<file path="src/odid_defs.vh">
`ifndef ODID_DEFS_VH
`define ODID_DEFS_VH

// register byte offsets
`define ODID_OFS_CH0        8'h00
`define ODID_OFS_CH4        8'h04
`define ODID_OFS_CH8        8'h08
`define ODID_OFS_INT_STAT   8'h0C
`define ODID_OFS_INT_MASK   8'h10
`define ODID_OFS_PIN_STAT   8'h14

// control/status register fields
`define ODID_MODE_LSB       0
`define ODID_MODE_MSB       3
`define ODID_COUNT_LSB      4
`define ODID_COUNT_MSB      7
`define ODID_ENABLE_BIT     8
`define ODID_FLAG_BIT       12

// pin status register fields
`define ODID_PINS_LSB       0
`define ODID_PINS_MSB       2
`define ODID_DISABLE_BIT    4

// reset values
`define ODID_CTRL_RESET     4'h0
`define ODID_MASK_RESET     3'h0

// detection modes
`define ODID_MODE_EDGE      4'h0
`define ODID_MODE_DIV8      4'h1
`define ODID_MODE_DIV16     4'h2
`define ODID_MODE_DIV128    4'h3
`define ODID_MODE_DIV1      4'h4
`define ODID_MODE_DIV2      4'h5
`define ODID_MODE_DIV4      4'h6

// prescaler masks, tick when all masked bits are one
`define ODID_MASK_DIV1      7'h00
`define ODID_MASK_DIV2      7'h01
`define ODID_MASK_DIV4      7'h03
`define ODID_MASK_DIV8      7'h07
`define ODID_MASK_DIV16     7'h0F
`define ODID_MASK_DIV128    7'h7F

// sample count field zero stands for this many samples
`define ODID_COUNT_ZERO     5'h10

// bus responses
`define ODID_RESP_OKAY      2'h0
`define ODID_RESP_SLVERR    2'h2

`endif

</file>
<file path="src/odid_sync.v">
`timescale 1ns/100ps
`include "odid_defs.vh"

module odid_sync (
	input  wire       i_ref_clk,
	input  wire       i_srst,
	input  wire [2:0] i_async,
	output wire [2:0] o_sync
);

	reg [2:0] meta;
	reg [2:0] stable;

	// pins idle high, so reset to high to avoid a false falling edge
	always @(posedge i_ref_clk) begin
		if (i_srst) begin
			meta   <= 3'h7;
			stable <= 3'h7;
		end else begin
			meta   <= i_async;
			stable <= meta;
		end
	end

	assign o_sync = stable;

endmodule

</file>
<file path="src/odid_chan.v">
`timescale 1ns/100ps
`include "odid_defs.vh"

module odid_chan (
	input  wire       i_ref_clk,
	input  wire       i_srst,
	input  wire       i_pin,
	input  wire [3:0] i_mode,
	input  wire [3:0] i_count,
	input  wire       i_clear,
	output reg        o_flag,
	output wire       o_set
);

	reg  [6:0] div_cnt;
	reg  [4:0] low_cnt;
	reg        prev_pin;
	wire [6:0] mask;
	wire       tick;
	wire       sampling;
	wire [4:0] needed;
	wire       edge_hit;
	wire       samp_hit;

	function [6:0] div_mask;
		input [3:0] mode;
		begin
			case (mode)
				`ODID_MODE_DIV8:   div_mask = `ODID_MASK_DIV8;
				`ODID_MODE_DIV16:  div_mask = `ODID_MASK_DIV16;
				`ODID_MODE_DIV128: div_mask = `ODID_MASK_DIV128;
				`ODID_MODE_DIV2:   div_mask = `ODID_MASK_DIV2;
				`ODID_MODE_DIV4:   div_mask = `ODID_MASK_DIV4;
				default:           div_mask = `ODID_MASK_DIV1;
			endcase
		end
	endfunction

	assign mask     = div_mask(i_mode);
	assign tick     = ((div_cnt & mask) == mask);
	// prohibited codes match neither detector and never set the flag
	assign sampling = (i_mode >= `ODID_MODE_DIV8) && (i_mode <= `ODID_MODE_DIV4);
	assign needed   = (i_count == 4'h0) ? `ODID_COUNT_ZERO : {1'b0, i_count};
	assign edge_hit = (i_mode == `ODID_MODE_EDGE) && prev_pin && !i_pin;
	assign samp_hit = sampling && tick && !i_pin && ((low_cnt + 5'h01) == needed);
	assign o_set    = edge_hit || samp_hit;

	always @(posedge i_ref_clk) begin
		if (i_srst) begin
			div_cnt  <= 7'h00;
			low_cnt  <= 5'h00;
			prev_pin <= 1'b1;
			o_flag   <= 1'b0;
		end else begin
			div_cnt  <= div_cnt + 7'h01;
			prev_pin <= i_pin;
			if (!sampling) begin
				low_cnt <= 5'h00;
			end else if (tick) begin
				if (i_pin) begin
					low_cnt <= 5'h00;
				end else if (low_cnt != needed) begin
					low_cnt <= low_cnt + 5'h01;
				end
			end
			// a detection in the clearing cycle wins
			if (o_set) begin
				o_flag <= 1'b1;
			end else if (i_clear) begin
				o_flag <= 1'b0;
			end
		end
	end

endmodule

</file>
<file path="src/odid_top.v">
// Function
// - Each channel's control register holds a 4-bit detection mode in bits 3 to 0.
// - Mode 0000 takes a request on a falling edge of the channel's active-low pin.
// - Modes 0001, 0010, 0011 sample the pin at clock/8, /16, /128 and take a run of lows.
// - Modes 0100, 0101, 0110 sample the pin at clock/1, /2, /4 and take a run of lows.
// - A separate 4-bit sample count sets how many consecutive lows are needed.
// - The request flag sets when the selected input condition occurs on the pin.
// - A flag clears only by reset or by writing 0 after software has read it as 1.
// - In a sampling mode the clearing write works only while the pin is high.
// - Channel 4 is an identical, independent copy with its own fields and flag.
// - Channel 8 is a third channel with the same mode encoding.
// - A set flag on an enabled channel drives the output-disable request.
// - Flag set events can raise an interrupt.
`timescale 1ns/100ps
`include "odid_defs.vh"

module odid_top (
	input  wire        i_ref_clk,
	input  wire        i_srst,
	input  wire        i_ch0_request_pin_n,
	input  wire        i_ch4_request_pin_n,
	input  wire        i_ch8_request_pin_n,
	input  wire [7:0]  i_awaddr,
	input  wire        i_awvalid,
	output reg         o_awready,
	input  wire [31:0] i_wdata,
	input  wire [3:0]  i_wstrb,
	input  wire        i_wvalid,
	output reg         o_wready,
	output reg  [1:0]  o_bresp,
	output reg         o_bvalid,
	input  wire        i_bready,
	input  wire [7:0]  i_araddr,
	input  wire        i_arvalid,
	output reg         o_arready,
	output reg  [31:0] o_rdata,
	output reg  [1:0]  o_rresp,
	output reg         o_rvalid,
	input  wire        i_rready,
	output reg         o_output_disable,
	output reg         o_irq
);

	////////////////////////////////////////////////////////////////////////////////
	// pin synchronisers and channel detectors

	wire [2:0]  pin_sync;
	wire [2:0]  flag;
	wire [2:0]  set_evt;
	reg  [2:0]  clear_req;
	reg  [3:0]  detect_mode [0:2];
	reg  [3:0]  sample_count [0:2];
	reg  [2:0]  enable;
	reg  [2:0]  armed;
	reg  [2:0]  int_status;
	reg  [2:0]  int_mask;
	reg  [7:0]  aw_addr;
	reg         aw_have;
	reg  [31:0] w_data;
	reg  [3:0]  w_strb;
	reg         w_have;
	wire        do_write;
	wire        aw_take;
	wire        w_take;
	wire        ar_take;
	integer     k;
	integer     j;

	odid_sync u_sync (
		.i_ref_clk (i_ref_clk),
		.i_srst    (i_srst),
		.i_async   ({i_ch8_request_pin_n, i_ch4_request_pin_n, i_ch0_request_pin_n}),
		.o_sync    (pin_sync)
	);

	odid_chan u_ch0 (
		.i_ref_clk (i_ref_clk),
		.i_srst    (i_srst),
		.i_pin     (pin_sync[0]),
		.i_mode    (detect_mode[0]),
		.i_count   (sample_count[0]),
		.i_clear   (clear_req[0]),
		.o_flag    (flag[0]),
		.o_set     (set_evt[0])
	);

	// second channel, fully independent state
	odid_chan u_ch4 (
		.i_ref_clk (i_ref_clk),
		.i_srst    (i_srst),
		.i_pin     (pin_sync[1]),
		.i_mode    (detect_mode[1]),
		.i_count   (sample_count[1]),
		.i_clear   (clear_req[1]),
		.o_flag    (flag[1]),
		.o_set     (set_evt[1])
	);

	odid_chan u_ch8 (
		.i_ref_clk (i_ref_clk),
		.i_srst    (i_srst),
		.i_pin     (pin_sync[2]),
		.i_mode    (detect_mode[2]),
		.i_count   (sample_count[2]),
		.i_clear   (clear_req[2]),
		.o_flag    (flag[2]),
		.o_set     (set_evt[2])
	);

	////////////////////////////////////////////////////////////////////////////////
	// address decode helpers

	// returns channel index 0..2, or 3 for a non-channel address
	function [1:0] chan_index;
		input [7:0] addr;
		begin
			if (addr == `ODID_OFS_CH0) begin
				chan_index = 2'h0;
			end else if (addr == `ODID_OFS_CH4) begin
				chan_index = 2'h1;
			end else if (addr == `ODID_OFS_CH8) begin
				chan_index = 2'h2;
			end else begin
				chan_index = 2'h3;
			end
		end
	endfunction

	function is_sampling;
		input [3:0] mode;
		begin
			is_sampling = (mode >= `ODID_MODE_DIV8) && (mode <= `ODID_MODE_DIV4);
		end
	endfunction

	function mapped;
		input [7:0] addr;
		begin
			mapped = (chan_index(addr) != 2'h3)
				|| (addr == `ODID_OFS_INT_STAT)
				|| (addr == `ODID_OFS_INT_MASK)
				|| (addr == `ODID_OFS_PIN_STAT);
		end
	endfunction

	////////////////////////////////////////////////////////////////////////////////
	// write channel: address and data taken in either order

	assign aw_take  = i_awvalid && o_awready;
	assign w_take   = i_wvalid && o_wready;
	assign ar_take  = i_arvalid && o_arready;
	assign do_write = aw_have && w_have && !o_bvalid;

	always @(posedge i_ref_clk) begin
		if (i_srst) begin
			o_awready <= 1'b1;
			o_wready  <= 1'b1;
			aw_have   <= 1'b0;
			w_have    <= 1'b0;
			aw_addr   <= 8'h00;
			w_data    <= 32'h0000_0000;
			w_strb    <= 4'h0;
			o_bvalid  <= 1'b0;
			o_bresp   <= `ODID_RESP_OKAY;
		end else begin
			if (aw_take) begin
				aw_addr   <= i_awaddr;
				aw_have   <= 1'b1;
				o_awready <= 1'b0;
			end
			if (w_take) begin
				w_data   <= i_wdata;
				w_strb   <= i_wstrb;
				w_have   <= 1'b1;
				o_wready <= 1'b0;
			end
			if (do_write) begin
				aw_have  <= 1'b0;
				w_have   <= 1'b0;
				o_bvalid <= 1'b1;
				o_bresp  <= mapped(aw_addr) ? `ODID_RESP_OKAY : `ODID_RESP_SLVERR;
			end
			// readiness returns only after the response is accepted
			if (o_bvalid && i_bready) begin
				o_bvalid  <= 1'b0;
				o_awready <= 1'b1;
				o_wready  <= 1'b1;
			end
		end
	end

	////////////////////////////////////////////////////////////////////////////////
	// clear qualification: read as one first, then write zero

	always @* begin
		clear_req = 3'h0;
		if (do_write && (chan_index(aw_addr) != 2'h3) && w_strb[1]) begin
			for (j = 0; j < 3; j = j + 1) begin
				if ((chan_index(aw_addr) == j[1:0]) && armed[j]
					&& !w_data[`ODID_FLAG_BIT]) begin
					clear_req[j] = !is_sampling(detect_mode[j]) || pin_sync[j];
				end
			end
		end
	end

	////////////////////////////////////////////////////////////////////////////////
	// register file

	always @(posedge i_ref_clk) begin
		if (i_srst) begin
			for (k = 0; k < 3; k = k + 1) begin
				detect_mode[k]  <= `ODID_CTRL_RESET;
				sample_count[k] <= `ODID_CTRL_RESET;
			end
			enable     <= 3'h0;
			armed      <= 3'h0;
			int_status <= 3'h0;
			int_mask   <= `ODID_MASK_RESET;
		end else begin
			for (k = 0; k < 3; k = k + 1) begin
				if (do_write && (chan_index(aw_addr) == k[1:0])) begin
					if (w_strb[0]) begin
						detect_mode[k]  <= w_data[`ODID_MODE_MSB:`ODID_MODE_LSB];
						sample_count[k] <= w_data[`ODID_COUNT_MSB:`ODID_COUNT_LSB];
					end
					if (w_strb[1]) begin
						enable[k] <= w_data[`ODID_ENABLE_BIT];
					end
					// any write to the register consumes the read
					armed[k] <= 1'b0;
				end else if (ar_take && (chan_index(i_araddr) == k[1:0]) && flag[k]) begin
					armed[k] <= 1'b1;
				end
				// set beats write-one-to-clear in the same cycle
				if (set_evt[k]) begin
					int_status[k] <= 1'b1;
				end else if (do_write && (aw_addr == `ODID_OFS_INT_STAT)
					&& w_strb[0] && w_data[k]) begin
					int_status[k] <= 1'b0;
				end
			end
			if (do_write && (aw_addr == `ODID_OFS_INT_MASK) && w_strb[0]) begin
				int_mask <= w_data[2:0];
			end
		end
	end

	////////////////////////////////////////////////////////////////////////////////
	// read channel

	always @(posedge i_ref_clk) begin
		if (i_srst) begin
			o_arready <= 1'b1;
			o_rvalid  <= 1'b0;
			o_rdata   <= 32'h0000_0000;
			o_rresp   <= `ODID_RESP_OKAY;
		end else begin
			if (ar_take) begin
				o_arready <= 1'b0;
				o_rvalid  <= 1'b1;
				o_rresp   <= `ODID_RESP_OKAY;
				o_rdata   <= 32'h0000_0000;
				if (chan_index(i_araddr) != 2'h3) begin
					o_rdata[`ODID_MODE_MSB:`ODID_MODE_LSB] <= detect_mode[chan_index(i_araddr)];
					o_rdata[`ODID_COUNT_MSB:`ODID_COUNT_LSB] <=
						sample_count[chan_index(i_araddr)];
					o_rdata[`ODID_ENABLE_BIT] <= enable[chan_index(i_araddr)];
					o_rdata[`ODID_FLAG_BIT]   <= flag[chan_index(i_araddr)];
				end else if (i_araddr == `ODID_OFS_INT_STAT) begin
					o_rdata[2:0] <= int_status;
				end else if (i_araddr == `ODID_OFS_INT_MASK) begin
					o_rdata[2:0] <= int_mask;
				end else if (i_araddr == `ODID_OFS_PIN_STAT) begin
					o_rdata[`ODID_PINS_MSB:`ODID_PINS_LSB] <= pin_sync;
					o_rdata[`ODID_DISABLE_BIT] <= o_output_disable;
				end else begin
					o_rresp <= `ODID_RESP_SLVERR;
				end
			end
			if (o_rvalid && i_rready) begin
				o_rvalid  <= 1'b0;
				o_arready <= 1'b1;
			end
		end
	end

	////////////////////////////////////////////////////////////////////////////////
	// outputs

	// registered for clean outputs; costs one cycle of disable latency
	always @(posedge i_ref_clk) begin
		if (i_srst) begin
			o_output_disable <= 1'b0;
			o_irq            <= 1'b0;
		end else begin
			o_output_disable <= |(flag & enable);
			o_irq            <= |(int_status & int_mask);
		end
	end

endmodule

</file>
<file path="config.mk">
export PLATFORM = sky130hd
export DESIGN_NAME = odid_top
export DESIGN_NICKNAME = d
export VERILOG_FILES = /design/src/odid_sync.v /design/src/odid_chan.v /design/src/odid_top.v
export VERILOG_INCLUDE_DIRS = /design/src
export SDC_FILE = /design/constraint.sdc
export NUM_CORES = 1
export LEC_CHECK = 0
export ABC_CLOCK_PERIOD_IN_PS = 3100
export CORE_MARGIN = 2
export CORE_UTILIZATION = 65
export DETAILED_ROUTE_END_ITERATION = 10
export DONT_BUFFER_PORTS = 1
export PLACE_DENSITY = 0.8
export SLEW_MARGIN = 0
export SYNTH_ARGS = -nofsm -noshare
export SYNTH_HDL_FRONTEND = slang
export SYNTH_HIERARCHICAL = 1
export SYNTH_SLANG_ARGS = --single-unit
</file>
<file path="constraint.sdc">
create_clock -name i_ref_clk -period 3.1 [get_ports i_ref_clk]
set_input_delay 0.31 -clock i_ref_clk [delete_from_list [all_inputs] [get_ports i_ref_clk]]
set_output_delay 0.31 -clock i_ref_clk [all_outputs]
set_load 0.02 [all_outputs]
</file>
==> results of run 1 <==
[worst reg2reg max path: stages, from the launching register on]
cell and delay (ns):
edfxtp_1 0.53, a31oi_1 0.26, o21ai_1 0.16, or4_1 0.61, o31a_1 0.34, nor2_1 0.17, nor2_1 0.07, a311oi_1 0.22
[stage by stage]
step / setup WS, ns / total power, W / util (%)
3_5_place_dp: 0.756 / 0.00202 / 67.1
5_1_grt: 0.607 / 0.00405 / 77.9
4_1_cts: 0.725 / 0.00392 / 77.9
2_1_floorplan: 1.01 / 0.00202 / -
3_3_place_gp: 0.770 / 0.00201 / 67.1
6_report: 0.652 / 0.00392 / 77.9
[layout make-up]
class | count | share of cell area (%)
Clock buffer | 18 | 6.24
Clock inverter | 14 | 1.93
Inverter | 10 | 0.547
Multi-Input combinational cell | 482 | 43.5
Sequential cell | 125 | 40.0
Tap cell | 108 | 1.97
Timing Repair Buffer | 39 | 5.87
[report_power, final]
| group | internal (W) | total, W | switching (W) |
|---|---|---|---|
| Combinational | 0.000118 | 0.000279 | 0.000161 |
| Clock | 0.00110 | 0.00186 | 0.000762 |
| Sequential | 0.00171 | 0.00178 | 0.0000726 |
| Total | 0.00292 | 0.00392 | 0.000996 |
[cells by family (layout without fill, tap and decap cells)]
family          Yosys count  after routing  synth area share [%]
xor+xnor                 42             42                  6.17
flops                   125            125                  46.0
mux                      23             23                  4.53
compound gates          116            116                  12.9
buf+inv                  60             81                  5.49
simple gates            271            271                  23.6
fa+ha+maj                 6              6                  1.26
other cells               1             24                0.0629
[per-layer routing]
| layer | part of all wire [%] | track usage (%) |
|---|---|---|
| met1 | 41 | 36.4 |
| met2 | 49 | 50.4 |
| met5 | 0 | 0 |
| met3 | 7.6 | 8.57 |
| met4 | 2.7 | 13.3 |
[worst max path at each step]
stage,startpoint,depth (start not counted),endpoint
2_1_floorplan,u_ch8/low_cnt[0],8,int_status[2]
3_3_place_gp,u_ch0/low_cnt[0],8,int_status[0]
3_5_place_dp,u_ch0/low_cnt[0],8,int_status[0]
4_1_cts,detect_mode[0][0],7,int_status[0]
5_1_grt,detect_mode[0][1],7,int_status[0]
6_report,detect_mode[0][1],7,int_status[0]
[cell usage after synthesis (all sizes together) (3+ instances only)]
cell type	number	area, um2
a211oi	4	30.0
a21oi	35	175
a311oi	3	26.3
a31o	5	43.8
a31oi	8	50.1
a32o	3	30.0
and2	10	62.6
and3	11	68.8
buf	33	226
clkbuf	17	63.8
dfxtp	101	2020
edfxtp	24	721
ha	6	75.1
inv	10	37.5
mux2i	18	180
mux4	3	67.6
nand2	78	293
nand2b	5	31.3
nand3	26	130
nand3b	6	45.0
nor2	55	206
nor2b	7	43.8
nor3	16	80.1
nor4	7	90.1
nor4b	3	26.3
o211ai	7	72.6
o21ai	29	145
o221ai	3	26.3
o311ai	6	52.6
o31a	3	26.3
o41ai	3	26.3
or2	19	119
or3	12	80.1
or4	9	72.6
xnor2	24	210
xor2	18	158
[flip-flops by register name (all words and copies together) (netlist names), 7 cells and up]
name,count
detect_mode,12
u_ch0/div_cnt,7
sample_count,12
w_data,10
u_ch8/div_cnt,7
aw_addr,8
u_ch4/div_cnt,7
o_rdata,10
[cells in the final DEF, fill, tap and decap left out, types with 8 or more instances in the layout]
| cell | n |
|---|---|
| or2_1 | 10 |
| clkbuf_16 | 16 |
| dlygate4sd3_1 | 36 |
| nand3_1 | 26 |
| a21oi_1 | 35 |
| o21ai_0 | 18 |
| dfxtp_1 | 101 |
| nor2_1 | 55 |
| xnor2_1 | 24 |
| inv_1 | 10 |
| o21ai_1 | 11 |
| and3_1 | 11 |
| nand2_1 | 78 |
| or3_1 | 11 |
| or2_2 | 9 |
| xor2_1 | 18 |
| a31oi_1 | 8 |
| conb_1 | 24 |
| mux2i_1 | 18 |
| and2_1 | 9 |
| nor3_1 | 16 |
| edfxtp_1 | 24 |
[repair_timing]
action,4_1_cts,5_1_grt
setup buffers,0,0
hold buffers,37,0
endpoints found under the hold margin,79,0
==> flow_summary.yaml, run 1 <==
sta:
  setup_viol_count_final: 0
  hold_slack_ns: 0.0378
  rsz0062_at_grt: "no"
  hold_viol: 0
  tightest_slew_ns: 0.751
  period_share_pct: 79.0
  drv_slew: 0
  min_period_ns: 2.45
  skew_ns: 0.00620
  slew_headroom_pct: 49.7
  fmax_mhz: 409
  fin_tns_setup_ns: 0
global_route:
  grt_overflow: 0
  grt_usage_pct: 30.1
  grt_max_degree: 76
  antenna_found_initial: 0
  grt_pass1_wl_um: 23600
  grt_pass1_vias: 4773
clocking:
  clock_path_buffers: 2
  cts.sinks: 125
  cts_buffers: 17
  tritoncts: "done"
  clock_latency_ns: 0.52
  clk_pin_slew_ns: 0.06
  htree_levels: 4
  cts-root-buf: "clkbuf_8"
  cts_resized: 0
critical_path:
  cp_cell_sequence: "a31oi_1 > o21ai_1 > or4_1 > o31a_1 > nor2_1 > nor2_1 > a311oi_1"
  arrival_ns: 2.88
  crit-reg2reg-launch: "detect_mode[0][1]"
  cp_max_fo: 9
  critPathRequiredTime_ns: 3.53
  crit_path_end_kind: "flip-flop"
  r2r_setup_slack_ns: 0.65
  crit_path_max_incr_delay_ns: 0.61
  critPathLaunchType: "flip-flop"
  cp_common_cell: "nor2_1"
  worstSetupPathType: "reg -> reg"
  critical_path.top_delay_family: "compound AO/OA/AOI/OAI gates"
  worst-path-buf-inv: 0
  rr_endpoint: "int_status[0]"
  cp_slowest_cell: "or4_1"
  reg2regPathDepth: 7
floorplan:
  chipHeight_um: 99.8
  floorplan.die_area_mm2: 0.00996
  start_util_pct: 67.7
  die-width_um: 99.8
  fp.coreArea_mm2: 0.00881
  top_level_ports: 105
  rows: 34
layout:
  nets: 743
  multi_input_area_mm2: 0.00298
  postLayoutCellArea_mm2: 0.00686
  fillCellCount: 559
  seq_area_mm2: 0.00274
  area_growth_pct: 15.0
  antenna_cells: 0
  drive_gt1_share_pct: 9.88
  stdcell_count: 796
route:
  drcViolationCount: 0
  vias: 4912
  wirelength_um: 14400
  viasPerCell: 6.17
  drtIter0Drc: 352
  antenna_left: 0
  routedWlPerCell_um: 18.0
  drt_first_pass_iters: 5
placement:
  place.gp.congestion: 0.916
  dp_hpwl_um: 9350
  dp.cells: 727
  numPortBuffers: 0
  dpl_cell_area_mm2: 0.00591
power_and_ir_drop:
  powerDensity_mw_per_mm2: 571
  power.leakage_nw: 2.55
  vdd_ir_drop_max_uv: 507
synthesis:
  synth_edf_count: 24
  ys_warn_count: 6
  async_reset_ff_share_pct: 0
  ys_ff_latch: 125
  syn_avg_cell_area_um2: 9.26
  syn-cell-area_mm2: 0.00597
  synth_cells: 644
  ys_seq_area_share_pct: 46.0
  synthFlopType: "dfxtp_1"
  synth_cell_types: 61
job:
  cap_violations: 0
hold_path:
  min_path_cells: 2
  min_to: "o_rresp[1]"
  hp-start: "i_araddr[4]"
  hold_class: "in -> reg"
status:
  outcome: "complete, no violations"
Power figures use the tool's default switching activity.
==> run 2: changes to the inputs <==
--- a/config.mk
+++ b/config.mk
@@ -6,12 +6,13 @@
 export SDC_FILE = /design/constraint.sdc
 export NUM_CORES = 1
 export LEC_CHECK = 0
-export ABC_CLOCK_PERIOD_IN_PS = 3100
+export ABC_AREA = 1
+export ABC_CLOCK_PERIOD_IN_PS = 2500
 export CORE_MARGIN = 2
-export CORE_UTILIZATION = 65
+export CORE_UTILIZATION = 64
 export DETAILED_ROUTE_END_ITERATION = 10
 export DONT_BUFFER_PORTS = 1
-export PLACE_DENSITY = 0.8
+export PLACE_DENSITY = 0.79
 export SLEW_MARGIN = 0
 export SYNTH_ARGS = -nofsm -noshare
 export SYNTH_HDL_FRONTEND = slang
==> constraint.sdc (replaced) <==
create_clock -name i_ref_clk -period 2.5 [get_ports i_ref_clk]
set_input_delay 0.25 -clock i_ref_clk [delete_from_list [all_inputs] [get_ports i_ref_clk]]
set_output_delay 0.25 -clock i_ref_clk [all_outputs]
set_load 0.02 [all_outputs]
==> run 2 against run 1 <==
Compared with the run above:
- flip-flop and latch count unchanged
- via count rose by 22%
- sequential share of layout area is 2.9 points lower
- setup slack got worse by 0.017 ns
- non-clock buffer count down 6
- synthesized area rose by 8.4%
- clock skew increased by 0.014 ns
==> flow_summary.yaml, run 2 <==
sta:
  rsz0062_at_grt: "no"
  hold_slack_ns: 0.0522
  tightest_slew_ns: 0.722
  drv_slew: 0
  slew_headroom_pct: 51.8
  skew_ns: 0.0200
  period_share_pct: 74.6
  fmax_mhz: 536
  hold_viol: 0
  setup_viol_count_final: 0
  min_period_ns: 1.86
  fin_tns_setup_ns: 0
floorplan:
  die-width_um: 105
  start_util_pct: 66.2
  chipHeight_um: 105
  top_level_ports: 105
  floorplan.die_area_mm2: 0.0109
  fp.coreArea_mm2: 0.00977
  rows: 36
critical_path:
  cp_max_fo: 6
  critPathRequiredTime_ns: 2.92
  worstSetupPathType: "reg -> reg"
  arrival_ns: 2.28
  crit_path_end_kind: "flip-flop"
  critPathLaunchType: "flip-flop"
hold_path:
  hold_class: "in -> reg"
placement:
  dp_hpwl_um: 10600
  place.gp.congestion: 0.901
  numPortBuffers: 0
  dpl_cell_area_mm2: 0.00653
  dp.cells: 1043
synthesis:
  synth_top_area_share_pct: 31.3
  synth-adder-area-share_pct: 1.16
  synth-xor-area-share_pct: 2.30
  ys_warn_count: 6
  yosys.area_share.simple_pct: 33.9
  ys_ff_latch: 125
  syn_avg_cell_area_um2: 7.05
  synth-compound-area-share_pct: 9.38
  synth_cells: 917
  synth_area_leader_cell: "dfxtp_1"
  async_reset_ff_share_pct: 0
  synth.top_cells.by_area: "dfxtp_1 (31%), nand2_1 (14%), edfxtp_1 (11%), inv_1 (7.0%), nor2_1 (6.8%)"
  synth_most_common_cell: "nand2_1"
  ys_seq_area_share_pct: 42.4
  synth_top_cells_by_count: "nand2_1 (233), inv_1 (121), nor2_1 (117), dfxtp_1 (101), nand3_1 (84)"
  syn-cell-area_mm2: 0.00647
  synthMuxAreaShare_pct: 0
  synth_top_family_by_area: "simple AND/OR/NAND/NOR gates"
  synth_cell_types: 38
  synthFlopType: "dfxtp_1"
  synth_edf_count: 24
power_and_ir_drop:
  powerDensity_mw_per_mm2: 684
  power.leakage_nw: 3.36
  vdd_ir_drop_max_uv: 537
layout:
  final_common_cell: "nand2_1"
  drive_gt1_share_pct: 8.14
  area_growth_pct: 14.2
  antenna_cells: 0
  top_regs: "detect_mode: 12 flops, sample_count: 12 flops"
  stdcell_count: 1104
  fillCellCount: 676
  postLayoutCellArea_mm2: 0.00739
  multi_input_area_mm2: 0.00312
  nets: 1026
  seq_area_mm2: 0.00274
  layout_common_cells: "nand2_1 (233), inv_1 (121), nor2_1 (117), dfxtp_1 (101), nand3_1 (84)"
  final_util_pct: 75.6
global_route:
  grt_pass1_vias: 5687
  antenna_found_initial: 0
  grt_pass1_wl_um: 25500
  grt_max_degree: 30
  grt_overflow: 0
  grt_usage_pct: 28.9
route:
  drt_first_pass_iters: 6
  viasPerCell: 5.43
  drtIter0Drc: 398
  wirelength_um: 15700
  routedWlPerCell_um: 14.2
  drcViolationCount: 0
  vias: 5997
  antenna_left: 0
status:
  outcome: "complete, no violations"
clocking:
  cts.sinks: 125
  clock_latency_ns: 0.54
  clock_path_buffers: 2
  cts_buffers: 17
  htree_levels: 4
  cts-root-buf: "clkbuf_8"
  clk_pin_slew_ns: 0.06
  tritoncts: "done"
job:
  cap_violations: 0
[run 2: cell count changes in the layout (fill, tap and decap cells not counted), sizes merged, moves of 12 or more]
cell   before  now
nor2       55  142
or2        19    4
xnor2      24    4
inv        16  133
o21ai      29   42
a21oi      35   56
nand2      78  236
nand3      26   89
or3        12    0
mux2i      18    0
[run 2: report_power, final]
| group | leakage [nW] | switching (W) | internal (W) | total, W |
|---|---|---|---|---|
| clock | 0.278 | 0.00101 | 0.00131 | 0.00233 |
| combinational | 2.01 | 0.000326 | 0.000170 | 0.000496 |
| sequential | 1.07 | 0.0000934 | 0.00214 | 0.00223 |
| total | 3.36 | 0.00143 | 0.00362 | 0.00506 |
[run 2: logic make-up after synthesis]
| logic type | after synthesis |
|---|---|
| AOI/OAI and AO/OA | 113 |
| xor gates and xnor gates | 17 |
| adders and majority gates | 6 |
| buffers and inverters | 160 |
| DFF | 125 |
| other | 1 |
| and+or+nand+nor | 495 |
[run 2: layout make-up]
class | instances | area share (%)
repair buffers | 33 | 4.47
inverters | 126 | 6.40
well taps | 133 | 2.25
clock buffers | 18 | 5.94
clock inverters | 14 | 1.64
multi-input cells | 655 | 42.2
flip-flops and latches | 125 | 37.1
[run 2: through the flow]
stage	setup WS, ns	total power, W
after floorplan	0.577	0.00264
after global placement	0.750	0.00268
after detailed placement	0.667	0.00270
after CTS	0.641	0.00505
after global routing	0.458	0.00523
final	0.635	0.00506
[run 2: worst paths after layout]
check,from,depth (start not counted),endpoint,slack [ns]
max,o_bvalid,10,u_ch8/o_flag,0.64
min,i_araddr[3],3,armed[2],0.05
max reg2reg,o_bvalid,10,u_ch8/o_flag,0.64
min reg2reg,u_sync/meta[0],2,u_sync/o_sync[0],0.42
[run 2: metal layers]
layer | share of wire [%] | GRT usage, % | wire length [um] | vias up
met5 | 0 | 0 | 0 | -
met4 | 2.0 | 10.4 | 307 | 0
met3 | 6.6 | 6.43 | 1030 | 28
met2 | 50 | 50.7 | 7850 | 242
met1 | 41 | 34.8 | 6470 | 2770
li1 | - | - | - | 2957
[run 2: timing repair]
item                      4_1_cts  5_1_grt
hold buffers                   29        0
buffers inserted                0        0
hold endpoints to repair       69        0
gates resized for setup         0        0
[run 2: worst max-delay path, cell delays in order, from the launching register on]
cell and delay, ns:
dfxtp_1 0.39, inv_1 0.11, nand3_1 0.23, inv_1 0.25, nand3_2 0.18, nor3_1 0.27, inv_1 0.08, nand2_1 0.07
nand3_1 0.08, nand2_1 0.06, inv_1 0.04
